`config.mk`:
```
export PLATFORM = sky130hd
export DESIGN_NAME = ofp_core
export DESIGN_NICKNAME = d
export VERILOG_FILES = /design/src/ofp_pkg.sv /design/src/ofp_core.sv /design/src/ofp_glitch.sv
export SDC_FILE = /design/constraint.sdc
export NUM_CORES = 2
export LEC_CHECK = 0
export BUFFER_PORTS_ARGS = -buffer_cell sky130_fd_sc_hd__clkbuf_2
export CORE_MARGIN = 2
export CORE_UTILIZATION = 65
export DETAILED_ROUTE_END_ITERATION = 10
export PLACE_DENSITY_LB_ADDON = 0.25
export REMOVE_ABC_BUFFERS = 1
export SLEW_MARGIN = 20
export SYNTH_ARGS = -nofsm -noshare
export SYNTH_HDL_FRONTEND = slang
export SYNTH_SLANG_ARGS = --single-unit
```
`constraint.sdc`:
```
create_clock -name clk -period 67 [get_ports clk]
set_clock_uncertainty 0.15 [all_clocks]
set_input_delay 13.4 -clock clk [delete_from_list [all_inputs] [get_ports clk]]
set_output_delay 13.4 -clock clk [all_outputs]
set_load 0.01 [all_outputs]
```
`src/ofp_pkg.sv`:
```
// Purpose: shared constants and types for the output fault protection block
// Assumes: 125 MHz core clock, five power channels
// Notes:   offsets are byte addresses on a 32-bit register port
package ofp_pkg;
    // ----------------------------------------------------------------
    // geometry and clock
    // ----------------------------------------------------------------
    localparam int NCH     = 5;
    localparam int CLK_MHZ = 125;
    // ----------------------------------------------------------------
    // times as printed, cycle counts derived from the clock
    // ----------------------------------------------------------------
    localparam int T_WIN1_US      = 2000;
    localparam int T_WIN2_US      = 8000;
    localparam int T_WIN3_US      = 64000;
    localparam int T_OC_GLITCH_NS = 2000;
    localparam int T_OT_GLITCH_NS = 5000;
    localparam int T_RESTART_US   = 64000;
    localparam int T_BLANK_US     = 50;
    localparam int CYC_WIN1       = T_WIN1_US * CLK_MHZ;
    localparam int CYC_WIN2       = T_WIN2_US * CLK_MHZ;
    localparam int CYC_WIN3       = T_WIN3_US * CLK_MHZ;
    localparam int CYC_OC_GLITCH  = T_OC_GLITCH_NS * CLK_MHZ / 1000;
    localparam int CYC_OT_GLITCH  = T_OT_GLITCH_NS * CLK_MHZ / 1000;
    localparam int CYC_RESTART    = T_RESTART_US * CLK_MHZ;
    localparam int CYC_BLANK      = T_BLANK_US * CLK_MHZ;
    // ----------------------------------------------------------------
    // register offsets
    // ----------------------------------------------------------------
    localparam logic [7:0] ADDR_CFG      = 8'h00;
    localparam logic [7:0] ADDR_OUT_CTRL = 8'h04;
    localparam logic [7:0] ADDR_QSTAT    = 8'h08;
    localparam logic [7:0] ADDR_CH_CTRL0 = 8'h10;
    localparam logic [7:0] ADDR_CH_STAT0 = 8'h30;
    localparam int         ADDR_STRIDE   = 4;
    // ----------------------------------------------------------------
    // field positions and reset values
    // ----------------------------------------------------------------
    localparam int CFG_DIE_BIT  = 0;
    localparam int CFG_TON_BIT  = 1;
    localparam int CFG_WSEL_BIT = 2;
    localparam int CH_ON_BIT    = 0;
    localparam int CH_HALF_BIT  = 1;
    localparam int ST_WARN_BIT  = 0;
    localparam int ST_TSD_BIT   = 1;
    localparam int ST_OC_BIT    = 2;
    localparam int ST_OUT_BIT   = 3;
    localparam int ST_STG_LSB   = 4;
    localparam int QS_WARN_LSB  = 0;
    localparam int QS_TSD_LSB   = 5;
    localparam int QS_OC_LSB    = 10;
    localparam logic [2:0] CFG_RST = 3'h0;
    localparam logic [4:0] ON_RST  = 5'h00;
    localparam logic [4:0] HALF_RST = 5'h00;
    // ----------------------------------------------------------------
    // positions of the synchronised inputs
    // ----------------------------------------------------------------
    localparam int SY_FAIL = 0;
    localparam int SY_DIE  = 1;
    localparam int SY_OC   = 2;
    localparam int SY_SSC  = 7;
    localparam int SY_WHI  = 12;
    localparam int SY_WLO  = 17;
    localparam int SY_SHUT = 22;
    localparam int SY_VLOW = 27;
    localparam int SYW     = 32;
    typedef enum logic [2:0] {STG_OFF, STG_W1, STG_W2, STG_W3, STG_STEADY} ofp_stage_e;
endpackage

```
`src/ofp_core.sv`:
```
// Purpose: protection sequencer for five high-side output channels
// Assumes: analog comparators give raw fault levels; threshold choice is driven out
// Notes:   register port answers reads one cycle later, never stalls
//
// The implementer's own choices: strobed register access and the register offsets.
`timescale 1ns/1ps
module ofp_core
    import ofp_pkg::*;
#(
    parameter int P_W1      = CYC_WIN1,
    parameter int P_W2      = CYC_WIN2,
    parameter int P_W3      = CYC_WIN3,
    parameter int P_RESTART = CYC_RESTART,
    parameter int P_BLANK   = CYC_BLANK
) (
    input  wire logic                clk,
    input  wire logic                rst,
    input  wire logic [7:0]          addr,
    input  wire logic [31:0]         wdata,
    input  wire logic                wr,
    input  wire logic                rd,
    output logic      [31:0]         rdata,
    input  wire logic                fail_mode_in,
    input  wire logic                die_hot_in,
    input  wire logic [NCH-1:0]      oc_raw,
    input  wire logic [NCH-1:0]      ssc_raw,
    input  wire logic [NCH-1:0]      warn_hi_raw,
    input  wire logic [NCH-1:0]      warn_lo_raw,
    input  wire logic [NCH-1:0]      shut_raw,
    input  wire logic [NCH-1:0]      vout_low_raw,
    output logic      [NCH-1:0]      out_en,
    output logic      [3*NCH-1:0]    inrush_level,
    output logic                     thr1_derate,
    output logic      [NCH-1:0]      thr_half
);
    // ----------------------------------------------------------------
    // state
    // ----------------------------------------------------------------
    localparam int CW = $clog2((P_W3 > P_RESTART ? P_W3 : P_RESTART) + 1);
    localparam int BW = $clog2(P_BLANK + 1);
    typedef struct packed {
        logic [SYW-1:0]               s1;
        logic [SYW-1:0]               s2;
        logic [SYW-1:0]               s3;
        logic [SYW-1:0]               cl;
        logic [2:0]                   cfg;
        logic [NCH-1:0]               on;
        logic [NCH-1:0]               half;
        ofp_stage_e [NCH-1:0]         stg;
        logic [NCH-1:0][CW-1:0]       wcnt;
        logic [NCH-1:0][CW-1:0]       rcnt;
        logic [NCH-1:0]               warn;
        logic [NCH-1:0]               tsd;
        logic [NCH-1:0]               ocf;
        logic [NCH-1:0]               foff;
        logic [NCH-1:0]               latch;
        logic [NCH-1:0]               rpend;
        logic [BW-1:0]                bcnt;
        logic                         blank;
        logic                         fail_prev;
        logic [NCH-1:0]               out;
        logic [3*NCH-1:0]             lvl;
        logic                         tder;
        logic [NCH-1:0]               thalf;
        logic [31:0]                  rdata;
    } ofp_core_s;
    ofp_core_s s_r;
    ofp_core_s s_nxt;

    logic [SYW-1:0] raw;
    logic [NCH-1:0] ocg;
    logic [NCH-1:0] scg;
    logic [NCH-1:0] otg;
    logic [NCH-1:0] wq;
    logic [NCH-1:0] tq;
    logic [NCH-1:0] ocq;
    logic [NCH-1:0] scq;
    logic           fail;
    logic           mchg;

    assign raw = {vout_low_raw, shut_raw, warn_lo_raw, warn_hi_raw,
                  ssc_raw, oc_raw, die_hot_in, fail_mode_in};
    assign fail = s_r.cl[SY_FAIL];
    assign mchg = fail != s_r.fail_prev;
    // ----------------------------------------------------------------
    // deglitch filters
    // ----------------------------------------------------------------
    for (genvar g = 0; g < NCH; g++) begin : g_flt
        ofp_glitch #(.N(CYC_OC_GLITCH)) u_oc (
            .clk(clk), .rst(rst), .d(s_r.cl[SY_OC + g]), .q(ocg[g])
        );
        ofp_glitch #(.N(CYC_OC_GLITCH)) u_ssc (
            .clk(clk), .rst(rst), .d(s_r.cl[SY_SSC + g]), .q(scg[g])
        );
        ofp_glitch #(.N(CYC_OT_GLITCH)) u_ot (
            .clk(clk), .rst(rst), .d(s_r.cl[SY_SHUT + g]), .q(otg[g])
        );
    end
    // blanking masks every detector except die-hot and vout-low, warnings included
    assign ocq = ocg & {NCH{~s_r.blank}};
    assign scq = scg & {NCH{~s_r.blank}};
    assign tq  = otg & {NCH{~s_r.blank}};
    // per-channel sensor, one of two thresholds
    assign wq  = (s_r.cfg[CFG_WSEL_BIT] ? s_r.cl[SY_WLO +: NCH]
                                        : s_r.cl[SY_WHI +: NCH])
                 & {NCH{~s_r.blank}};
    // ----------------------------------------------------------------
    // next state
    // ----------------------------------------------------------------
    always_comb begin
        logic [NCH-1:0] onw;
        logic [NCH-1:0] rdc;
        logic [CW-1:0]  lim;
        logic [31:0]    st;
        logic           hs;
        logic           lat;
        onw = '0;
        rdc = '0;
        lim = '0;
        st  = '0;
        hs  = 1'b0;
        lat = 1'b0;
        s_nxt = s_r;
        // three-stage sampling; a change counts once stages two and three agree
        s_nxt.s1 = raw;
        s_nxt.s2 = s_r.s1;
        s_nxt.s3 = s_r.s2;
        for (int b = 0; b < SYW; b++) begin
            if (s_r.s2[b] == s_r.s3[b]) begin
                s_nxt.cl[b] = s_r.s3[b];
            end
        end
        s_nxt.fail_prev = fail;
        if (s_r.blank) begin
            s_nxt.bcnt = s_r.bcnt + 1'b1;
            if (s_r.bcnt == BW'(P_BLANK - 1)) begin
                s_nxt.blank = 1'b0;
            end
        end
        if (wr) begin
            if (addr == ADDR_CFG) begin
                s_nxt.cfg = wdata[2:0];
            end
            if (addr == ADDR_OUT_CTRL) begin
                s_nxt.on = wdata[NCH-1:0];
                onw      = wdata[NCH-1:0];
            end
            for (int c = 0; c < NCH; c++) begin
                if (addr == 8'(ADDR_CH_CTRL0 + ADDR_STRIDE * c)) begin
                    s_nxt.on[c]   = wdata[CH_ON_BIT];
                    s_nxt.half[c] = wdata[CH_HALF_BIT];
                    onw[c]        = wdata[CH_ON_BIT];
                end
            end
        end
        s_nxt.rdata = '0;
        if (rd) begin
            if (addr == ADDR_CFG) begin
                s_nxt.rdata = 32'(s_r.cfg);
            end
            if (addr == ADDR_OUT_CTRL) begin
                s_nxt.rdata = 32'(s_r.on);
            end
            if (addr == ADDR_QSTAT) begin
                st[QS_WARN_LSB +: NCH] = s_r.warn;
                st[QS_TSD_LSB +: NCH]  = s_r.tsd;
                st[QS_OC_LSB +: NCH]   = s_r.ocf;
                s_nxt.rdata = st;
            end
            for (int c = 0; c < NCH; c++) begin
                if (addr == 8'(ADDR_CH_CTRL0 + ADDR_STRIDE * c)) begin
                    s_nxt.rdata = '0;
                    s_nxt.rdata[CH_ON_BIT]   = s_r.on[c];
                    s_nxt.rdata[CH_HALF_BIT] = s_r.half[c];
                end
                if (addr == 8'(ADDR_CH_STAT0 + ADDR_STRIDE * c)) begin
                    s_nxt.rdata = '0;
                    s_nxt.rdata[ST_WARN_BIT] = s_r.warn[c];
                    s_nxt.rdata[ST_TSD_BIT]  = s_r.tsd[c];
                    s_nxt.rdata[ST_OC_BIT]   = s_r.ocf[c];
                    s_nxt.rdata[ST_OUT_BIT]  = s_r.out[c];
                    s_nxt.rdata[ST_STG_LSB +: 3] = s_r.stg[c];
                    rdc[c] = 1'b1;
                end
            end
        end
        for (int c = 0; c < NCH; c++) begin
            // flags: cleared by a read only once the cause is gone; a new event wins
            if (rdc[c] && !wq[c]) begin
                s_nxt.warn[c] = 1'b0;
            end
            if (wq[c]) begin
                s_nxt.warn[c] = 1'b1;
            end
            if (rdc[c] && !tq[c]) begin
                s_nxt.tsd[c] = 1'b0;
            end
            if (tq[c]) begin
                s_nxt.tsd[c] = 1'b1;
            end
            if (rdc[c] && !ocq[c] && !scq[c]) begin
                s_nxt.ocf[c] = 1'b0;
            end
            if (ocq[c] || scq[c]) begin
                s_nxt.ocf[c] = 1'b1;
            end
            // restart paths
            if (!fail && onw[c] && !tq[c]) begin
                s_nxt.foff[c] = 1'b0;
            end
            if (s_r.rpend[c]) begin
                s_nxt.rcnt[c] = s_r.rcnt[c] + 1'b1;
                if (s_r.rcnt[c] == CW'(P_RESTART - 1)) begin
                    s_nxt.foff[c]  = 1'b0;
                    s_nxt.rpend[c] = 1'b0;
                end
            end
            if (mchg) begin
                s_nxt.foff[c]  = 1'b0;
                s_nxt.latch[c] = 1'b0;
                s_nxt.rpend[c] = 1'b0;
            end
            // shutdown; warnings alone never touch the output
            if (s_r.out[c] && (tq[c] || ocq[c] || scq[c])) begin
                lat = tq[c] || scq[c] || (ocq[c] && s_r.stg[c] == STG_W1);
                s_nxt.foff[c]  = 1'b1;
                s_nxt.latch[c] = fail && lat;
                s_nxt.rpend[c] = fail && !lat;
                s_nxt.rcnt[c]  = '0;
            end
            s_nxt.out[c] = s_r.on[c] && !s_nxt.foff[c];
            // inrush windows, counted only while the output is on
            hs = s_r.half[c] && !fail;
            case (s_r.stg[c])
                STG_W1:  lim = hs ? CW'(P_W1 / 2) : CW'(P_W1);
                STG_W2:  lim = hs ? CW'(P_W2 / 2) : CW'(P_W2);
                STG_W3:  lim = hs ? CW'(P_W3 / 2) : CW'(P_W3);
                default: lim = '0;
            endcase
            if (!s_nxt.out[c]) begin
                s_nxt.stg[c]  = STG_OFF;
                s_nxt.wcnt[c] = '0;
            end else if (s_r.stg[c] == STG_OFF) begin
                s_nxt.stg[c]  = STG_W1;
                s_nxt.wcnt[c] = '0;
            end else if (s_r.stg[c] != STG_STEADY) begin
                s_nxt.wcnt[c] = s_r.wcnt[c] + 1'b1;
                // >= lets a halving mid-window end it at once
                if (s_r.wcnt[c] >= lim - 1'b1) begin
                    s_nxt.wcnt[c] = '0;
                    case (s_r.stg[c])
                        STG_W1:  s_nxt.stg[c] = STG_W2;
                        STG_W2:  s_nxt.stg[c] = STG_W3;
                        default: s_nxt.stg[c] = STG_STEADY;
                    endcase
                end
            end
            s_nxt.lvl[3*c +: 3] = s_nxt.stg[c];
            s_nxt.thalf[c] = s_r.cfg[CFG_TON_BIT] && s_r.cl[SY_VLOW + c]
                             && s_nxt.stg[c] != STG_OFF && s_nxt.stg[c] != STG_STEADY;
        end
        s_nxt.tder = s_r.cfg[CFG_DIE_BIT] && s_r.cl[SY_DIE];
    end
    // ----------------------------------------------------------------
    // registers
    // ----------------------------------------------------------------
    always_ff @(posedge clk or posedge rst) begin
        if (rst) begin
            s_r       <= '0;
            s_r.cfg   <= CFG_RST;
            s_r.on    <= ON_RST;
            s_r.half  <= HALF_RST;
            s_r.blank <= 1'b1;  // reset doubles as wake-up
        end else begin
            s_r <= s_nxt;
        end
    end
    assign rdata        = s_r.rdata;
    assign out_en       = s_r.out;
    assign inrush_level = s_r.lvl;
    assign thr1_derate  = s_r.tder;
    assign thr_half     = s_r.thalf;
endmodule

```
`src/ofp_glitch.sv`:
```
// Purpose: deglitch filter, output high after N+1 cycles of steady input
// Assumes: input already synchronised to clk
// Notes:   output drops with the input; callers latch what must persist
`timescale 1ns/1ps
module ofp_glitch
    import ofp_pkg::*;
#(
    parameter int N = CYC_OC_GLITCH
) (
    input  wire logic clk,
    input  wire logic rst,
    input  wire logic d,
    output logic      q
);
    localparam int W = $clog2(N + 1);
    typedef struct packed {
        logic [W-1:0] cnt;
        logic         q;
    } ofp_glitch_s;
    ofp_glitch_s s_r;
    ofp_glitch_s s_nxt;

    always_comb begin
        s_nxt = s_r;
        if (!d) begin
            s_nxt.cnt = '0;
            s_nxt.q   = 1'b0;
        end else if (s_r.cnt == W'(N)) begin
            s_nxt.q = 1'b1;
        end else begin
            s_nxt.cnt = s_r.cnt + 1'b1;
        end
    end

    always_ff @(posedge clk or posedge rst) begin
        if (rst) begin
            s_r <= '0;
        end else begin
            s_r <= s_nxt;
        end
    end
    assign q = s_r.q;
endmodule

```
==> results.py <==
metrics = {
    "outcome": {
        "status": "complete, no violations",
    },
    "route": {
        "firstDrtPassIters": 6,
        "vias": 23400,
        "drc": 0,
        "drtIter0Drc": 1946,
        "wl_per_cell_um": 18.0,
        "drt_wl_total_mm": 68.9,
        "ant_nets": 0,
        "via_per_inst": 6.13,
    },
    "grt": {
        "grt_pass1_vias": 23200,
        "grt_overflow_total": 0,
        "grt_first_pass_wirelength_mm": 115,
        "track_usage_pct": 28.0,
        "antenna_found_initial": 6,
        "grt_max_degree": 161,
    },
    "finish": {
        "stdcell_count": 3821,
        "fin_util_pct": 71.2,
        "area_growth_pct": 9.05,
        "layout_common_cells": "dfrtp_1, nor2_1, nand2_1, nand3_1, ha_1",
        "nNetsFinal": 3372,
        "post-route-cell-area_sq_mm": 0.0338,
        "drive_gt1_share_pct": 8.24,
        "mostFrequentLayoutCell": "dfrtp_1",
    },
    "floorplanning": {
        "die_w_um": 222,
        "die-area_sq_mm": 0.0494,
        "core_area_sq_mm": 0.0474,
        "ioPinCount": 134,
        "die_height_um": 222,
        "start_util_pct": 65.3,
        "core.rowCount": 80,
    },
    "sta": {
        "setup_tns_ps": 0,
        "final-setup-viol-count": 0,
        "fin_crit_ps": 16530,
        "final.period_utilization_pct": 24.7,
        "rsz0062_at_grt": "false",
        "max_freq_mhz": 60.5,
        "maxSlewHeadroom_pct": 28.4,
        "worst_slack_ps": 50470,
        "worstMarginPinSlew_ps": 1060,
        "drv_slew": 0,
        "fin_hold_ws_ps": 194,
        "hold_violations": 0,
    },
    "placement": {
        "post_dp_cell_area_sq_mm": 0.0316,
        "port-buffer-count": 89,
        "hpwl_mm": 47.2,
        "gp_congestion": 0.915,
        "pre_cts_slack_ps": 49850,
        "place_inst": 3706,
    },
    "critical_path": {
        "critPathKind": "primary input to flip-flop",
        "start_kind": "primary input",
        "crit_required_ps": 67400,
        "endpoint_kind": "flip-flop",
        "path_max_fanout": 27,
        "cp.arrival_ps": 16930,
    },
    "run": {
        "max-cap-violations": 0,
    },
    "clock_network": {
        "numCtsBuffers": 60,
        "hold_buffers": 0,
        "clkLatencyLatePin_ps": 630,
        "h-tree-depth": 2,
        "root_buffer": "clkbuf_16",
        "cts_resized": 0,
        "clk_pin_slew_ps": 60,
        "cts_tree": "done",
        "clock_path_buffers": 3,
        "postCtsSetupBuffers": 0,
        "clock_sinks": 597,
    },
    "synth": {
        "synth-seq-area-share_pct": 48.2,
        "synth_warnings": 0,
        "avgSynthCellArea_sq_um": 9.85,
        "synth_area_sq_mm": 0.0310,
        "async_reset_ff_share_pct": 100,
        "synth_cells": 3145,
        "ys_ff_latch": 597,
        "synth-edff-count": 0,
        "synthDistinctLibCells": 78,
        "synth-main-ff-cell": "dfrtp_1",
    },
    "hold_path": {
        "hp-class": "flip-flop to flip-flop",
    },
    "power": {
        "peakVddDrop_mv": 0.0229,
        "finalPower_mw": 0.798,
        "power_density_mw_per_mm2": 23.6,
        "leakage_nw": 15.6,
    },
}
## final cells by class
type / instances / area, sq um
Multi-Input combinational cell: 2289 / 14900
Timing Repair Buffer: 114 / 666
Sequential cell: 597 / 14900
Clock inverter: 31 / 470
Antenna cell: 3 / 7.51
Inverter: 92 / 353
Fill cell: 3425 / 13700
Tap cell: 615 / 769
Clock buffer: 80 / 1690
## routing by layer
metal,track usage [%],vias up,wire length (um)
met2,45.9,620,32900
met5,0,-,39
met3,3.99,148,3520
li1,-,11100,-
met4,11.0,6,2360
met1,38.1,11500,30100
## worst max-delay path, stage by stage
cell      delay [ps]
clkbuf_2         270
nor4b_1          990
nand4_1          230
a21oi_1          260
o311ai_2         310
nor4_4           740
buf_4            390
a21oi_1          120
mux2i_1          160
## registers in the layout (all words and copies together), names as in the netlist, 15 cells and up
register	flops
s_r	346
g_flt.u_oc.s_r	40
g_flt.u_ot.s_r	50
inrush_level	15
g_flt.u_ssc.s_r	40
s_nxt	64
rdata	15
## report_power, final
group / internal (mW) / leakage (nW) / switching, mW
combinational: 0.0188 / 6.61 / 0.0306
clock: 0.219 / 1.06 / 0.144
sequential: 0.371 / 7.94 / 0.0138
total: 0.609 / 15.6 / 0.189
## synth_stat cells (all sizes together) (10+ instances only)
cell type | count | area (sq um)
nand3b | 24 | 180
xnor2 | 113 | 990
o21ai | 128 | 641
xor2 | 96 | 841
or3 | 47 | 294
ha | 142 | 1780
a22o | 12 | 105
nand2b | 30 | 188
nor3b | 23 | 173
nor4 | 30 | 224
maj3 | 32 | 320
nor2b | 39 | 244
buf | 85 | 569
clkbuf | 98 | 368
a211oi | 17 | 128
a21oi | 105 | 526
dfrtp | 596 | 14900
and3 | 80 | 500
nand3 | 196 | 981
a221o | 17 | 170
nor3 | 52 | 265
or2 | 10 | 62.6
and4 | 32 | 280
mux2i | 35 | 350
a31oi | 70 | 438
and2 | 104 | 651
o21a | 39 | 293
a21boi | 38 | 285
nand4 | 82 | 513
nand2 | 254 | 953
nor2 | 264 | 991
a21o | 36 | 270
o211ai | 14 | 105
mux2 | 11 | 124
inv | 92 | 345
## cells by family after synthesis
group                      synth area share, %
AOI/OAI and AO/OA                         11.5
xor gates and xnor gates                  5.91
adders and majority gates                 6.77
buffers and inverters                     4.14
DFF                                       48.2
muxes                                     1.53
other                                   0.0121
and+or+nand+nor                           22.0
## final timing paths
kind | startpoint | to | slack [ps] | depth (start not counted)
worst max-delay path | addr[5] | s_r[289]$_DFFE_PP0P_ | 50470 | 9
worst min-delay path | s_nxt[431]$_DFF_PP0_ | s_nxt[399]$_DFF_PP0_ | 190 | 0
worst max register to register | inrush_level[3]$_DFF_PP0_ | s_r[253]$_DFFE_PP0P_ | 62260 | 12
worst min register to register | s_nxt[431]$_DFF_PP0_ | s_nxt[399]$_DFF_PP0_ | 190 | 0
max in group asynchronous | rst | s_nxt[431]$_DFF_PP0_ | 51780 | 4
min in group asynchronous | rst | s_nxt[428]$_DFF_PP0_ | 12680 | 2
No activity file was read; power rests on OpenSTA's default activity.
